## config.mk

```make
export PLATFORM = sky130hd
export DESIGN_NAME = mtp_top
export DESIGN_NICKNAME = d
export VERILOG_FILES = /design/src/hdl/mtp_pkg.sv /design/src/hdl/mtp_pulse_if.sv /design/src/hdl/mtp_trig_qual.sv /design/src/hdl/mtp_pulse_gen.sv /design/src/hdl/mtp_top.sv
export SDC_FILE = /design/constraint.sdc
export NUM_CORES = 1
export LEC_CHECK = 0
export BUFFER_PORTS_ARGS = -buffer_cell sky130_fd_sc_hd__buf_2
export CAP_MARGIN = 20
export CORE_MARGIN = 3
export CORE_UTILIZATION = 50
export CTS_CLUSTER_SIZE = 8
export DETAILED_ROUTE_END_ITERATION = 8
export PLACE_DENSITY = 0.72
export SLEW_MARGIN = 30
export SYNTH_ARGS = -nofsm -noshare
export SYNTH_HDL_FRONTEND = slang
export SYNTH_SLANG_ARGS = --single-unit
```

## constraint.sdc

```tcl
create_clock -name clk -period 5 [get_ports clk]
set_clock_uncertainty 0.15 [all_clocks]
set_input_delay 1.5 -clock clk [delete_from_list [all_inputs] [get_ports clk]]
set_output_delay 1.5 -clock clk [all_outputs]
set_load 0.02 [all_outputs]
```

## src/hdl/mtp_pkg.sv

```systemverilog
// constants, types and helper functions for the trigger and pulse block
package mtp_pkg;
  localparam int CLK_PERIOD_NS = 10;
  localparam int MS_NS         = 1000000;
  localparam int MS_CYCLES     = MS_NS / CLK_PERIOD_NS;

  localparam logic [7:0] REG_CTRL   = 8'h00;
  localparam logic [7:0] REG_COUNT  = 8'h04;
  localparam logic [7:0] REG_WIDTH  = 8'h08;
  localparam logic [7:0] REG_CMD    = 8'h0C;
  localparam logic [7:0] REG_STATUS = 8'h10;

  localparam int CTRL_MODE_LSB  = 0;
  localparam int CTRL_QUAL_LSB  = 2;
  localparam int CTRL_SPEED_LSB = 4;
  localparam int CTRL_FP_BIT    = 6;
  localparam int CTRL_FORCE_BIT = 7;
  localparam int CTRL_OUTEN_BIT = 8;
  localparam int CTRL_POL_BIT   = 9;
  localparam int CTRL_WIDE_BIT  = 10;
  localparam int CMD_SINGLE_BIT = 0;

  localparam logic [10:0] COUNT_MIN     = 11'h001;
  localparam logic [10:0] COUNT_MAX     = 11'h7D0;
  localparam logic [10:0] COUNT_RST     = 11'h001;
  localparam logic [10:0] WIDTH_MIN     = 11'h001;
  localparam logic [10:0] FAST_DEF      = 11'h002;
  localparam logic [10:0] FAST_MAX      = 11'h007;
  localparam logic [10:0] FAST_WIDE_MAX = 11'h00B;
  localparam logic [10:0] MED_DEF       = 11'h00A;
  localparam logic [10:0] MED_MAX       = 11'h031;
  localparam logic [10:0] SLOW_DEF      = 11'h064;
  localparam logic [10:0] SLOW_FP_MAX   = 11'h63F;
  localparam logic [10:0] SLOW_MAX      = 11'h18F;

  localparam logic [1:0] RESP_OKAY   = 2'h0;
  localparam logic [1:0] RESP_SLVERR = 2'h2;

  typedef enum logic [1:0] {MTP_AUTO, MTP_SINGLE, MTP_EXT}                mtp_mode_t;
  typedef enum logic [1:0] {QUAL_RISE, QUAL_FALL, QUAL_LEVEL_HIGH, QUAL_LEVEL_LOW} mtp_qual_t;
  typedef enum logic [1:0] {SPD_FAST, SPD_MEDIUM, SPD_SLOW}               mtp_speed_t;

  localparam mtp_mode_t  MODE_RST  = MTP_AUTO;
  localparam mtp_qual_t  QUAL_RST  = QUAL_RISE;
  localparam mtp_speed_t SPEED_RST = SPD_SLOW;

  function automatic logic [10:0] width_max(mtp_speed_t sp, logic fp, logic wide);
    case (sp)
      SPD_FAST:   width_max = wide ? FAST_WIDE_MAX : FAST_MAX;
      SPD_MEDIUM: width_max = MED_MAX;
      default:    width_max = fp ? SLOW_FP_MAX : SLOW_MAX;
    endcase
  endfunction : width_max

  function automatic logic [10:0] width_def(mtp_speed_t sp);
    case (sp)
      SPD_FAST:   width_def = FAST_DEF;
      SPD_MEDIUM: width_def = MED_DEF;
      default:    width_def = SLOW_DEF;
    endcase
  endfunction : width_def
endpackage : mtp_pkg

```

## src/hdl/mtp_pulse_if.sv

```systemverilog
// link from the trigger sequencer to the pulse generator
`timescale 1ns/100ps
interface mtp_pulse_if;
  logic        fire;
  logic [10:0] width_ms;
  logic        active_low;
  logic        active;
  modport src (output fire, output width_ms, output active_low, input active);
  modport gen (input fire, input width_ms, input active_low, output active);
endinterface : mtp_pulse_if

```

## src/hdl/mtp_trig_qual.sv

```systemverilog
// external trigger qualifier: edge or level detection
`timescale 1ns/100ps
module mtp_trig_qual (
  input  wire logic              clk,
  input  wire logic              rst,
  input  wire logic              ext_in,
  input  mtp_pkg::mtp_qual_t     qual,
  output logic                   hit
);
  typedef struct packed {
    logic prev;
  } mtp_qual_st_t;

  mtp_qual_st_t s_q;
  mtp_qual_st_t s_d;

  always_comb begin
    s_d      = s_q;
    s_d.prev = ext_in;
    case (qual)
      mtp_pkg::QUAL_RISE:       hit = ext_in & ~s_q.prev;
      mtp_pkg::QUAL_FALL:       hit = ~ext_in & s_q.prev;
      mtp_pkg::QUAL_LEVEL_HIGH: hit = ext_in;
      mtp_pkg::QUAL_LEVEL_LOW:  hit = ~ext_in;
      default:                  hit = 1'b0;
    endcase
  end

  always_ff @(posedge clk) begin
    if (rst) begin
      s_q      <= '0;
      s_q.prev <= ext_in; // no false edge after reset
    end else begin
      s_q <= s_d;
    end
  end
endmodule : mtp_trig_qual

```

## src/hdl/mtp_pulse_gen.sv

```systemverilog
// sample-done pulse generator with millisecond time base
`timescale 1ns/100ps
module mtp_pulse_gen #(
  parameter int MS_CYCLES = mtp_pkg::MS_CYCLES
) (
  input  wire logic  clk,
  input  wire logic  rst,
  mtp_pulse_if.gen   pif,
  output logic       pulse_pin
);
  localparam int             PW       = $clog2(MS_CYCLES + 1);
  localparam logic [PW-1:0]  PRE_LAST = PW'(MS_CYCLES - 1);

  typedef struct packed {
    logic [PW-1:0] pre;
    logic [10:0]   rem;
    logic          pin;
  } mtp_pg_st_t;

  mtp_pg_st_t s_q;
  mtp_pg_st_t s_d;
  logic       tick;

  always_comb begin
    s_d  = s_q;
    tick = (s_q.pre == PRE_LAST);
    s_d.pre = tick ? '0 : s_q.pre + 1'b1;
    if (tick && s_q.rem != 11'h000) begin
      s_d.rem = s_q.rem - 11'h001;
    end
    if (pif.fire) begin
      s_d.rem = pif.width_ms;
      s_d.pre = '0;
    end
    s_d.pin = (s_d.rem != 11'h000) ^ pif.active_low;
  end

  always_ff @(posedge clk) begin
    if (rst) begin
      s_q <= '0;
    end else begin
      s_q <= s_d;
    end
  end

  assign pif.active = (s_q.rem != 11'h000);
  assign pulse_pin  = s_q.pin;
endmodule : mtp_pulse_gen

```

## src/hdl/mtp_top.sv

```systemverilog
// trigger sequencer with AXI4-Lite registers and sample-done pulse output
`timescale 1ns/100ps
module mtp_top #(
  parameter int AW        = 8,
  parameter int MS_CYCLES = mtp_pkg::MS_CYCLES
) (
  input  wire logic          clk,
  input  wire logic          rst,
  input  wire logic [AW-1:0] s_axi_awaddr,
  input  wire logic          s_axi_awvalid,
  output logic               s_axi_awready,
  input  wire logic [31:0]   s_axi_wdata,
  input  wire logic [3:0]    s_axi_wstrb,
  input  wire logic          s_axi_wvalid,
  output logic               s_axi_wready,
  output logic [1:0]         s_axi_bresp,
  output logic               s_axi_bvalid,
  input  wire logic          s_axi_bready,
  input  wire logic [AW-1:0] s_axi_araddr,
  input  wire logic          s_axi_arvalid,
  output logic               s_axi_arready,
  output logic [31:0]        s_axi_rdata,
  output logic [1:0]         s_axi_rresp,
  output logic               s_axi_rvalid,
  input  wire logic          s_axi_rready,
  input  wire logic          external_trigger_input,
  input  wire logic          sample_done,
  output logic               sample_start,
  output logic               sample_done_pulse_output
);
  typedef enum logic [0:0] {ST_IDLE, ST_WAIT} mtp_st_t;

  typedef struct packed {
    logic                aw_got;
    logic [AW-1:0]       awaddr;
    logic                w_got;
    logic [31:0]         wdata;
    logic [3:0]          wstrb;
    logic                bvalid;
    logic [1:0]          bresp;
    logic                rvalid;
    logic [31:0]         rdata;
    logic [1:0]          rresp;
    mtp_pkg::mtp_mode_t  mode;
    mtp_pkg::mtp_qual_t  qual;
    mtp_pkg::mtp_speed_t speed;
    logic                fp;
    logic                force_auto;
    logic                out_en;
    logic                act_low;
    logic                wide;
    logic [10:0]         count;
    logic [10:0]         width;
    logic [10:0]         done_cnt;
    logic                single_pend;
    mtp_st_t             st;
    logic                start;
    logic                fire;
  } mtp_top_st_t;

  mtp_top_st_t s_q;
  mtp_top_st_t s_d;
  logic        hit;
  logic        pulse_active;
  mtp_pulse_if pif ();

  mtp_trig_qual u_qual (
    .clk    (clk),
    .rst    (rst),
    .ext_in (external_trigger_input),
    .qual   (s_q.qual),
    .hit    (hit)
  );

  mtp_pulse_gen #(.MS_CYCLES(MS_CYCLES)) u_pulse (
    .clk       (clk),
    .rst       (rst),
    .pif       (pif),
    .pulse_pin (sample_done_pulse_output)
  );

  assign pif.fire       = s_q.fire;
  assign pif.width_ms   = s_q.width;
  assign pif.active_low = s_q.act_low;
  assign pulse_active   = pif.active;

  function automatic logic [31:0] rd_word(logic [7:0] a, mtp_top_st_t s, logic act, logic ext);
    rd_word = 32'h0000_0000;
    case (a)
      mtp_pkg::REG_CTRL: begin
        rd_word[mtp_pkg::CTRL_MODE_LSB +: 2]  = s.mode;
        rd_word[mtp_pkg::CTRL_QUAL_LSB +: 2]  = s.qual;
        rd_word[mtp_pkg::CTRL_SPEED_LSB +: 2] = s.speed;
        rd_word[mtp_pkg::CTRL_FP_BIT]         = s.fp;
        rd_word[mtp_pkg::CTRL_FORCE_BIT]      = s.force_auto;
        rd_word[mtp_pkg::CTRL_OUTEN_BIT]      = s.out_en;
        rd_word[mtp_pkg::CTRL_POL_BIT]        = s.act_low;
        rd_word[mtp_pkg::CTRL_WIDE_BIT]       = s.wide;
      end
      mtp_pkg::REG_COUNT:  rd_word[10:0] = s.count;
      mtp_pkg::REG_WIDTH:  rd_word[10:0] = s.width;
      mtp_pkg::REG_STATUS: rd_word = {17'h0_0000, s.done_cnt, s.single_pend, ext, act,
                                      (s.st == ST_WAIT)};
      default:             rd_word = 32'h0000_0000;
    endcase
  endfunction : rd_word

  function automatic logic mapped(logic [7:0] a);
    mapped = (a == mtp_pkg::REG_CTRL) || (a == mtp_pkg::REG_COUNT) ||
             (a == mtp_pkg::REG_WIDTH) || (a == mtp_pkg::REG_CMD) ||
             (a == mtp_pkg::REG_STATUS);
  endfunction : mapped

  always_comb begin
    logic [7:0]          wa;
    logic [31:0]         mask;
    logic [31:0]         mw;
    logic [10:0]         wmax;
    mtp_pkg::mtp_speed_t nsp;
    logic                go;
    logic [10:0]         ncnt;
    wa   = 8'(s_q.awaddr);
    mask = {{8{s_q.wstrb[3]}}, {8{s_q.wstrb[2]}}, {8{s_q.wstrb[1]}}, {8{s_q.wstrb[0]}}};
    mw   = (rd_word(wa, s_q, pulse_active, external_trigger_input) & ~mask) |
           (s_q.wdata & mask);
    wmax = mtp_pkg::width_max(s_q.speed, s_q.fp, s_q.wide);
    nsp  = mtp_pkg::SPD_SLOW;
    go   = 1'b0;
    ncnt = s_q.done_cnt + 11'h001;
    s_d       = s_q;
    s_d.start = 1'b0;
    s_d.fire  = 1'b0;
    // trigger sequencing
    case (s_q.st)
      ST_IDLE: begin
        case (s_q.mode)
          mtp_pkg::MTP_AUTO:   go = 1'b1;
          mtp_pkg::MTP_SINGLE: go = s_q.single_pend;
          mtp_pkg::MTP_EXT:    go = hit;
          default:             go = 1'b0;
        endcase
        if (s_q.mode != mtp_pkg::MTP_SINGLE) begin
          s_d.single_pend = 1'b0;
        end
        if (go) begin
          s_d.st          = ST_WAIT;
          s_d.start       = 1'b1;
          s_d.done_cnt    = 11'h000;
          s_d.single_pend = 1'b0;
        end
      end
      ST_WAIT: begin
        if (sample_done) begin
          s_d.done_cnt = ncnt;
          s_d.fire     = s_q.out_en && (s_q.mode != mtp_pkg::MTP_AUTO);
          if (ncnt >= s_q.count) begin
            s_d.st = ST_IDLE;
          end else begin
            s_d.start = 1'b1;
          end
        end
      end
      default: s_d.st = ST_IDLE;
    endcase
    // write channel
    if (s_axi_awvalid && s_axi_awready) begin
      s_d.aw_got = 1'b1;
      s_d.awaddr = s_axi_awaddr;
    end
    if (s_axi_wvalid && s_axi_wready) begin
      s_d.w_got = 1'b1;
      s_d.wdata = s_axi_wdata;
      s_d.wstrb = s_axi_wstrb;
    end
    if (s_q.bvalid && s_axi_bready) begin
      s_d.bvalid = 1'b0;
    end
    if (s_q.aw_got && s_q.w_got && !s_q.bvalid) begin
      s_d.aw_got = 1'b0;
      s_d.w_got  = 1'b0;
      s_d.bvalid = 1'b1;
      s_d.bresp  = mapped(wa) ? mtp_pkg::RESP_OKAY : mtp_pkg::RESP_SLVERR;
      case (wa)
        mtp_pkg::REG_CTRL: begin
          nsp            = (mw[mtp_pkg::CTRL_SPEED_LSB +: 2] == 2'h3) ? mtp_pkg::SPD_SLOW :
                           mtp_pkg::mtp_speed_t'(mw[mtp_pkg::CTRL_SPEED_LSB +: 2]);
          s_d.force_auto = mw[mtp_pkg::CTRL_FORCE_BIT];
          s_d.mode       = (mw[mtp_pkg::CTRL_FORCE_BIT] ||
                            mw[mtp_pkg::CTRL_MODE_LSB +: 2] == 2'h3) ? mtp_pkg::MTP_AUTO :
                           mtp_pkg::mtp_mode_t'(mw[mtp_pkg::CTRL_MODE_LSB +: 2]);
          s_d.qual       = mtp_pkg::mtp_qual_t'(mw[mtp_pkg::CTRL_QUAL_LSB +: 2]);
          s_d.speed      = nsp;
          s_d.fp         = mw[mtp_pkg::CTRL_FP_BIT];
          s_d.out_en     = mw[mtp_pkg::CTRL_OUTEN_BIT];
          s_d.act_low    = mw[mtp_pkg::CTRL_POL_BIT];
          s_d.wide       = mw[mtp_pkg::CTRL_WIDE_BIT];
          wmax = mtp_pkg::width_max(nsp, mw[mtp_pkg::CTRL_FP_BIT], mw[mtp_pkg::CTRL_WIDE_BIT]);
          if (nsp != s_q.speed) begin
            s_d.width = mtp_pkg::width_def(nsp);
          end else if (s_q.width > wmax) begin
            s_d.width = wmax;
          end
        end
        mtp_pkg::REG_COUNT: begin
          if (mw[31:11] != 21'h000000 || mw[10:0] > mtp_pkg::COUNT_MAX) begin
            s_d.count = mtp_pkg::COUNT_MAX;
          end else if (mw[10:0] < mtp_pkg::COUNT_MIN) begin
            s_d.count = mtp_pkg::COUNT_MIN;
          end else begin
            s_d.count = mw[10:0];
          end
        end
        mtp_pkg::REG_WIDTH: begin
          if (mw[31:11] != 21'h000000 || mw[10:0] > wmax) begin
            s_d.width = wmax;
          end else if (mw[10:0] < mtp_pkg::WIDTH_MIN) begin
            s_d.width = mtp_pkg::WIDTH_MIN;
          end else begin
            s_d.width = mw[10:0];
          end
        end
        mtp_pkg::REG_CMD: begin
          if (s_q.wstrb[0] && s_q.wdata[mtp_pkg::CMD_SINGLE_BIT] &&
              s_q.mode == mtp_pkg::MTP_SINGLE) begin
            s_d.single_pend = 1'b1;
          end
        end
        default: ;
      endcase
    end
    // read channel
    if (s_q.rvalid && s_axi_rready) begin
      s_d.rvalid = 1'b0;
    end
    if (s_axi_arvalid && !s_q.rvalid) begin
      s_d.rvalid = 1'b1;
      s_d.rdata  = rd_word(8'(s_axi_araddr), s_q, pulse_active, external_trigger_input);
      s_d.rresp  = mapped(8'(s_axi_araddr)) ? mtp_pkg::RESP_OKAY : mtp_pkg::RESP_SLVERR;
    end
  end

  always_ff @(posedge clk) begin
    if (rst) begin
      s_q       <= '0;
      s_q.mode  <= mtp_pkg::MODE_RST;
      s_q.qual  <= mtp_pkg::QUAL_RST;
      s_q.speed <= mtp_pkg::SPEED_RST;
      s_q.count <= mtp_pkg::COUNT_RST;
      s_q.width <= mtp_pkg::SLOW_DEF;
      s_q.st    <= ST_IDLE;
    end else begin
      s_q <= s_d;
    end
  end

  assign s_axi_awready = !s_q.aw_got && !s_q.bvalid;
  assign s_axi_wready  = !s_q.w_got && !s_q.bvalid;
  assign s_axi_bvalid  = s_q.bvalid;
  assign s_axi_bresp   = s_q.bresp;
  assign s_axi_arready = !s_q.rvalid;
  assign s_axi_rvalid  = s_q.rvalid;
  assign s_axi_rdata   = s_q.rdata;
  assign s_axi_rresp   = s_q.rresp;
  assign sample_start  = s_q.start;
endmodule : mtp_top

```

== After elaboration in Yosys (flattened, before gate mapping) ==
Index checks and enable logic that the tools add are counted.
Widths: inputs -> output; s select.

* Logic and storage cells: 162
* Memories kept: 0
* Bits in latches: 0
* Memory bits (writable): 0
* Register bits after elaboration: 162
* Bits in read-only memories: 0
* Bits of input ports: 61
* Output and inout bits: 43

* Equality and inequality tests: 23
* Bitwise logic cells: 11
* $add $sub $neg: 3
* Divide/modulo/power cells: 0
* Reduce and logical (&&, ||, !) cells: 48
* Mux-type cells: 43
* Shifts and indexed selects: 0
* $mul: 0
* Order comparisons: 5

{| class="wikitable"
|+ Operators with widths
! cell !! number
|-
| $mux 11 || 12
|-
| $pmux 11 s2 || 4
|-
| $pmux 11 s4 || 2
|-
| $and 32x32->32 || 2
|-
| $mux 35 || 1
|-
| $eq 8x4->1 const B || 4
|-
| $not 32->32 || 1
|-
| $or 32x32->32 || 1
|-
| $gt 11x11->1 || 2
|-
| $reduce_bool 11->1 || 2
|-
| $reduce_bool 21->1 || 1
|-
| $add 17x1->17 const B || 1
|-
| $eq 17x17->1 const B || 1
|-
| $eq 8x3->1 const B || 2
|-
| $eq 8x5->1 const B || 2
|-
| $logic_not 8->1 || 2
|-
| $mux 4 || 4
|-
| $mux 14 || 1
|-
| $pmux 7 s2 || 1
|-
| $logic_and 1x1->1 || 13
|-
| $add 11x1->11 const B || 1
|-
| $ge 11x11->1 || 1
|-
| $gt 11x11->1 const B || 1
|-
| $logic_or 1x1->1 || 11
|-
| 24 further kinds || 60
|}

== Longest topological paths before layout ==
* Depth in word-level cells: 14
* Depth in mapped cells: 17
* Depth with buffers taken out: 15

== Cells and area by module ==
From an unflattened synthesis, not the netlist that was laid out.

* Cell total of the unflattened synthesis: 1045
* Area, all modules: 8298.0 um^2

{| class="wikitable"
|+ By module, submodules not included
! module !! area an instance (um^2) !! cells each !! instances
|-
| mtp_top || 6736.5 || 858 || 1
|-
| mtp_pulse_gen || 1516.5 || 183 || 1
|-
| mtp_trig_qual || 45.0 || 4 || 1
|}

== Least setup slack after synthesis ==
No wires, ideal clock.

* Path type: input port to flip-flop
* Start: input external_trigger_input
* End: register s_q (netlist bit pif.width_ms[2])
* Buffers on the path: 0
* Stages on the path: 11
* Slack: 1039 ps
* Arrival time: 3691 ps
* Cells stage by stage: nor4bb_1 > a211oi_1 > o21ai_0 > ha_1 > a21oi_1 > o22ai_1 > o41ai_2 > o21a_2 > mux2i_1 > a211oi_1 > a211o_1

* Longest elaborated chain between the ends: 7

{| class="wikitable"
|+ RTL lines
! item !! line !! source
|-
| start, declared || mtp_top.sv:26 || <nowiki>input wire logic external_trigger_input,</nowiki>
|-
| $pmux 11 s4 (*) || mtp_top.sv:89 || <nowiki>case (a)</nowiki>
|-
| $and 32x32->32 (*) || mtp_top.sv:124 || <nowiki>mw = (rd_word(wa, s_q, pulse_active, external_trigger_input) & ~mask) |</nowiki>
|-
| $or 32x32->32 (*) || mtp_top.sv:124 ||
|-
| $lt 11x1->1 or $gt 11x11->1 (tied branches) || mtp_top.sv:216, mtp_top.sv:214 ||
|-
| $mux 11 or $logic_or 1x1->1 (tied branches) || mtp_top.sv:216, mtp_top.sv:214 ||
|-
| $mux 11 (*) || mtp_top.sv:214 || <nowiki>if (mw[31:11] != 21'h000000 || mw[10:0] > wmax) begin</nowiki>
|-
| $pmux 11 s2 (*) || mtp_top.sv:183 || <nowiki>case (wa)</nowiki>
|-
| end, declared || mtp_top.sv:61 || <nowiki>mtp_top_st_t s_q;</nowiki>
|}

Mark *: on every way between the ends. The rest lies on a longest branch, timed or not.
A chain may end at the register's enable or synchronous reset.

== Final worst setup path ==
* Start: register s_q[129] in the netlist's numbering
* End: register s_q (netlist bit pif.width_ms[2])

* Longest elaborated chain between the ends: 13

{| class="wikitable"
|+ RTL lines
! item !! line !! source
|-
| $eq 8x5->1 (tied with other cells) || mtp_top.sv:89 ||
|-
| $pmux 11 s4 || mtp_top.sv:89 ||
|-
| $and 32x32->32 || mtp_top.sv:124 ||
|-
| $or 32x32->32 || mtp_top.sv:124 ||
|-
| $eq 2x2->1 || mtp_top.sv:185 || <nowiki>nsp = (mw[mtp_pkg::CTRL_SPEED_LSB +: 2] == 2'h3) ? mtp_pkg::SPD_SLOW :</nowiki>
|-
| $mux 2 || mtp_top.sv:185 ||
|-
| $eq 2x1->1 or $logic_not 2->1 (tied branches) || mtp_pkg.sv:48, mtp_pkg.sv:56 ||
|-
| $pmux 11 s2 || mtp_pkg.sv:48 || <nowiki>case (sp)</nowiki>
|-
| $mux 11 || mtp_top.sv:183 ||
|-
| $mux 11 || mtp_top.sv:178 || <nowiki>if (s_q.aw_got && s_q.w_got && !s_q.bvalid) begin</nowiki>
|-
| $gt 11x11->1 or $mux 11 (tied branches) || mtp_top.sv:200 || <nowiki>end else if (s_q.width > wmax) begin</nowiki>
|-
| $ne 3x1->1 (no line) or $mux 11 (tied branches) || -- ||
|-
| $reduce_and 3->1 (no line) or $pmux 11 s2 (tied branches) || -- ||
|}

Parallel ways exist; a longest one is shown, timed or not. The select of a mux whose other input is x is not followed.

==> results <==
- The run finished with clean final reports.
- The placed instances occupy a cell area of 0.00868 mm2.
- The critical-path maximum fanout is 9.
- The share of synthesized area in the top cell type comes to 34.8%.
- The fmax is 229 MHz.
- The share of total power in the clock network is between 40% and 50%.
- The share of cells above drive strength 1 is between 15 and 20%.
- The measured slew at the worst slew-check pin is 0.793 ns.
- VDD sags by at most 0.254 mV.
- Setup violations remaining at the end of the flow were counted as 0.
- The critical path in this run is classified as flip-flop to flip-flop.
- The netlist area before placement is around 0.008 mm2.
- The footprint of the multi-input gates is 0.00485 mm2.
- Measured against its own limit, the worst slew margin works out to a little under half.
- The number of I/O pins is 104.
- The antenna diode count is 0.
- During synthesis, Yosys emitted a total of 0 warnings.
- In this run the critical register-to-register path is captured at pif.width_ms[2]$_SDFFE_PP1P_.
- In this run, distinct cell masters in the synthesized netlist total 84.
- The clock insertion delay at the later pin of the skew report is 0.43 ns.
- The part of the total power dissipated in combinational logic is 13.6%.
- Row generation in the floorplan step produced 46 rows.
- The clock tree synthesis step divided the H-tree into 4 levels.
- The length in cells of the worst reg-to-reg path is 12.
- The post-route worst setup slack is 0.628 ns.
- The critical path goes through or4_4 > or2_0 > o31ai_2 > a21oi_1 > ha_1 > or4_1 > a21oi_1 > o211ai_1 > a32oi_1 > o31a_1 > a211oi_1 > a211o_1.
- After floorplanning, the core was sized to cover 0.0160 mm2.
- The number of global-route vias before repair came to 6930.
- The cell internal power dissipation is between 0.002 and 0.0025 W.
- The static leakage power is 3.84 nW.
- The shortest period the worst path allows is 4.37 ns.
- The gate count of the mapped netlist is 1038.
- The total overflow left after global routing is 0.
- The number of filler instances in the final layout is approximately 1500.
- The post-CTS setup buffer count is 0.
- The count of TritonRoute iterations in the first routing pass is 5.
- The number of antenna violations at the first check in global routing came to 0.
- The number of synthesized flops with an enable pin is 0.
- The vertical die dimension is 134 um.
- The clock drives 143 sinks.
- The summed area of non-filler cells in the final layout is 0.00929 mm2.
- The sum of net half-perimeters after detailed placement is 16000 um.
- The worst reg2reg path startpoint is s_q[129]$_SDFFE_PP0P_.
- The worst path arrival time is ~4.5 ns.
- The number of storage elements in the synthesis netlist is 143.
- CTS placed an instance of clkbuf_16 at the clock tree root.
- Net switching is 28.4% of the power.
- The power density over the cells is 313 mW/mm2.
- For this run, design rule violations remaining after detail routing come to 0.
- Registers take 0.00286 mm2.
- The critical path required time is 5.17 ns.
- The endpoint kind of the worst setup timing path is a flip-flop.
- At the placement stage, the worst setup path has a slack of ~0.54 ns.
- Post-CTS repair changed the size of 0 cells.
- In the synthesized netlist the dominant register cell turns out to be dfxtp_1.
- The overall die area is 0.0180 mm2.
- The worst hold path was traced through 2 stages.
- The hold violation total from the final report is 0.
- Dividing the detail-routed wire length by the instance count gives 16.8 um.
- The count of final max-slew check failures is 0.
- The end point of the worst hold path is s_q[112]$_SDFFE_PP0P_.
- The final critical path takes up 87.4% of the cycle.
- The maximum buffer depth of the clock tree is 2.
- The cell at the slowest stage of the critical path is o31ai_2.
- The register-to-register path setup slack is 0.63 ns.
- The global-route wire length before repair is 35700 um.
- The number of port buffers is 84.
- Per report_power, the sequential group accounts for between 40 and 50% of the total.
- The final weighted congestion in routability-driven placement is 0.980.
- For this configuration, the core starts out at a cell density of between 50% and 60%.
- The max-cap violation count is 0.
- Setup repair after global routing left no endpoint under its margin.
- The path class of the tightest hold or removal check is flip-flop to flip-flop.
- The most common cell in the synthesized netlist is nand2_1.
- The post-synthesis to final-layout area growth is 12.9%.
- The number of hold buffers added after CTS was 0.
- For this run, asynchronously set or reset flops after synthesis account for 0%.
- In this design, the stage delay of the slowest critical-path cell is 0.73 ns.
- The final layout contains 1186 nets.
- Counting stages on the worst path, the most repeated cell is a21oi_1.
- The startpoint of the worst hold path is s_q[112]$_SDFFE_PP0P_.
- The CTS tree is done.
- The via total after detailed routing is approximately 7700.
- The total routing resource utilization after global routing is 24.6%.
- The post-synthesis average cell area is 7.93 um2.
- The net switching power is 0.000825 W.
- By count the netlist is led by nand2_1, dfxtp_1, a21oi_1, nor2_1, a22oi_1.
- The clock slew at the register clock pins of the worst setup and hold paths is 0.06 ns.
- In the post-synthesis netlist, the biggest area contributors are dfxtp_1, nand2_1, a21oi_1.
- The routed wire length is between 20000 and 25000 um.
- The number of CTS-inserted buffers is 17.
- After the first detailed-routing iteration, the DRC count stood at between 700 and 800.
- The final antenna-violating net count is 0.
- The cell type contributing the most total cell area after synthesis is dfxtp_1.
- Entering global routing, the biggest net connects 70 pins.
- After detailed routing, the number of vias per cell comes to 5.80.
- STA classifies the critical path startpoint as a flip-flop.
- The horizontal extent of the die is about 130 um.
- The accumulated negative setup slack is 0 ns.
- The sequential area share after synthesis is 34.8%.
==> power groups by stage <==
stage / logic, W / registers (W) / clock network [W]
3_3_place_gp: 0.000384 / 0.00125 / 0
5_1_grt: 0.000438 / 0.00123 / 0.00135
4_1_cts: 0.000391 / 0.00122 / 0.00130
2_1_floorplan: 0.000301 / 0.00123 / 0
6_report: 0.000395 / 0.00123 / 0.00129
3_5_place_dp: 0.000388 / 0.00125 / 0
==> registers in the layout, indices dropped and copies added (netlist names), 11 cells and up <==
| name | count |
|---|---|
| u_pulse.s_q | 28 |
| s_axi_rdata | 15 |
| s_q | 80 |
| pif.width_ms | 11 |
==> per-stage QoR <==
| stage | hold WS, ns | power [W] | cells | utilization, % |
|---|---|---|---|---|
| floorplan | 0.280 | 0.00153 | 1056 | - |
| global placement | 0.287 | 0.00163 | 1290 | 54.2 |
| detailed placement | 0.293 | 0.00164 | 1290 | 54.2 |
| CTS | 0.302 | 0.00291 | 1322 | 58.0 |
| global route | 0.323 | 0.00302 | 1322 | 58.1 |
| finish | 0.297 | 0.00291 | 1322 | 58.1 |
==> kinds of logic after synthesis <==
kind of cell / share of synthesized area [%]
other: 0.0456
buffers and inverters: 7.60
AOI/OAI and AO/OA: 22.1
xor gates and xnor gates: 2.66
DFF: 34.8
and+or+nand+nor: 25.8
adders and majority gates: 5.11
muxes: 1.93
==> layer usage <==
metal / global-route usage [%] / part of all wire [%]
met5: 0 / 0
met4: 10.1 / 3.5
met3: 5.51 / 7.5
met2: 35.7 / 42
met1: 35.2 / 47
==> how the worst max path moves through the flow <==
stage,cells after the start,endpoint,startpoint,slack (ns)
CTS,12,pif.width_ms[2]$_SDFFE_PP1P_,s_q[129]$_SDFFE_PP0P_,0.65
global placement,12,pif.width_ms[2]$_SDFFE_PP1P_,external_trigger_input,0.64
detailed placement,12,pif.width_ms[2]$_SDFFE_PP1P_,external_trigger_input,0.54
finish,12,pif.width_ms[2]$_SDFFE_PP1P_,s_q[129]$_SDFFE_PP0P_,0.63
global route,16,pif.width_ms[2]$_SDFFE_PP1P_,s_q[125]$_SDFFE_PP0P_,0.37
floorplan,11,pif.width_ms[2]$_SDFFE_PP1P_,external_trigger_input,1.04
==> worst max-delay path: cells and delay by family (launching register included) <==
| family | cells | cell delay, ns |
|---|---|---|
| compound gates | 8 | 2.18 |
| simple gates | 3 | 1.42 |
| flops | 1 | 0.31 |
| fa+ha+maj | 1 | 0.21 |
==> cells in the final DEF, fill, tap and decap left out, drive strengths merged, types with 10 or more instances in the layout <==
cell,instances
ha,32
inv,35
a22oi,46
a21oi,99
nor3,25
nor4,11
a211oi,15
nor2b,12
nand3,26
conb,19
and3,15
buf,107
clkbuf,19
nand4,12
or3,11
nand2,170
o21ai,33
nor2,91
xor2,21
dfxtp,143
or4,10
==> cell type report <==
cell class | instances | area share, %
multi-input combinational | 794 | 52.3
sequential | 143 | 30.8
timing repair buffer | 107 | 6.41
clock buffer | 19 | 4.77
tap | 216 | 2.91
clock inverter | 13 | 1.63
inverter | 30 | 1.21
(Power assumes the default switching activity.)
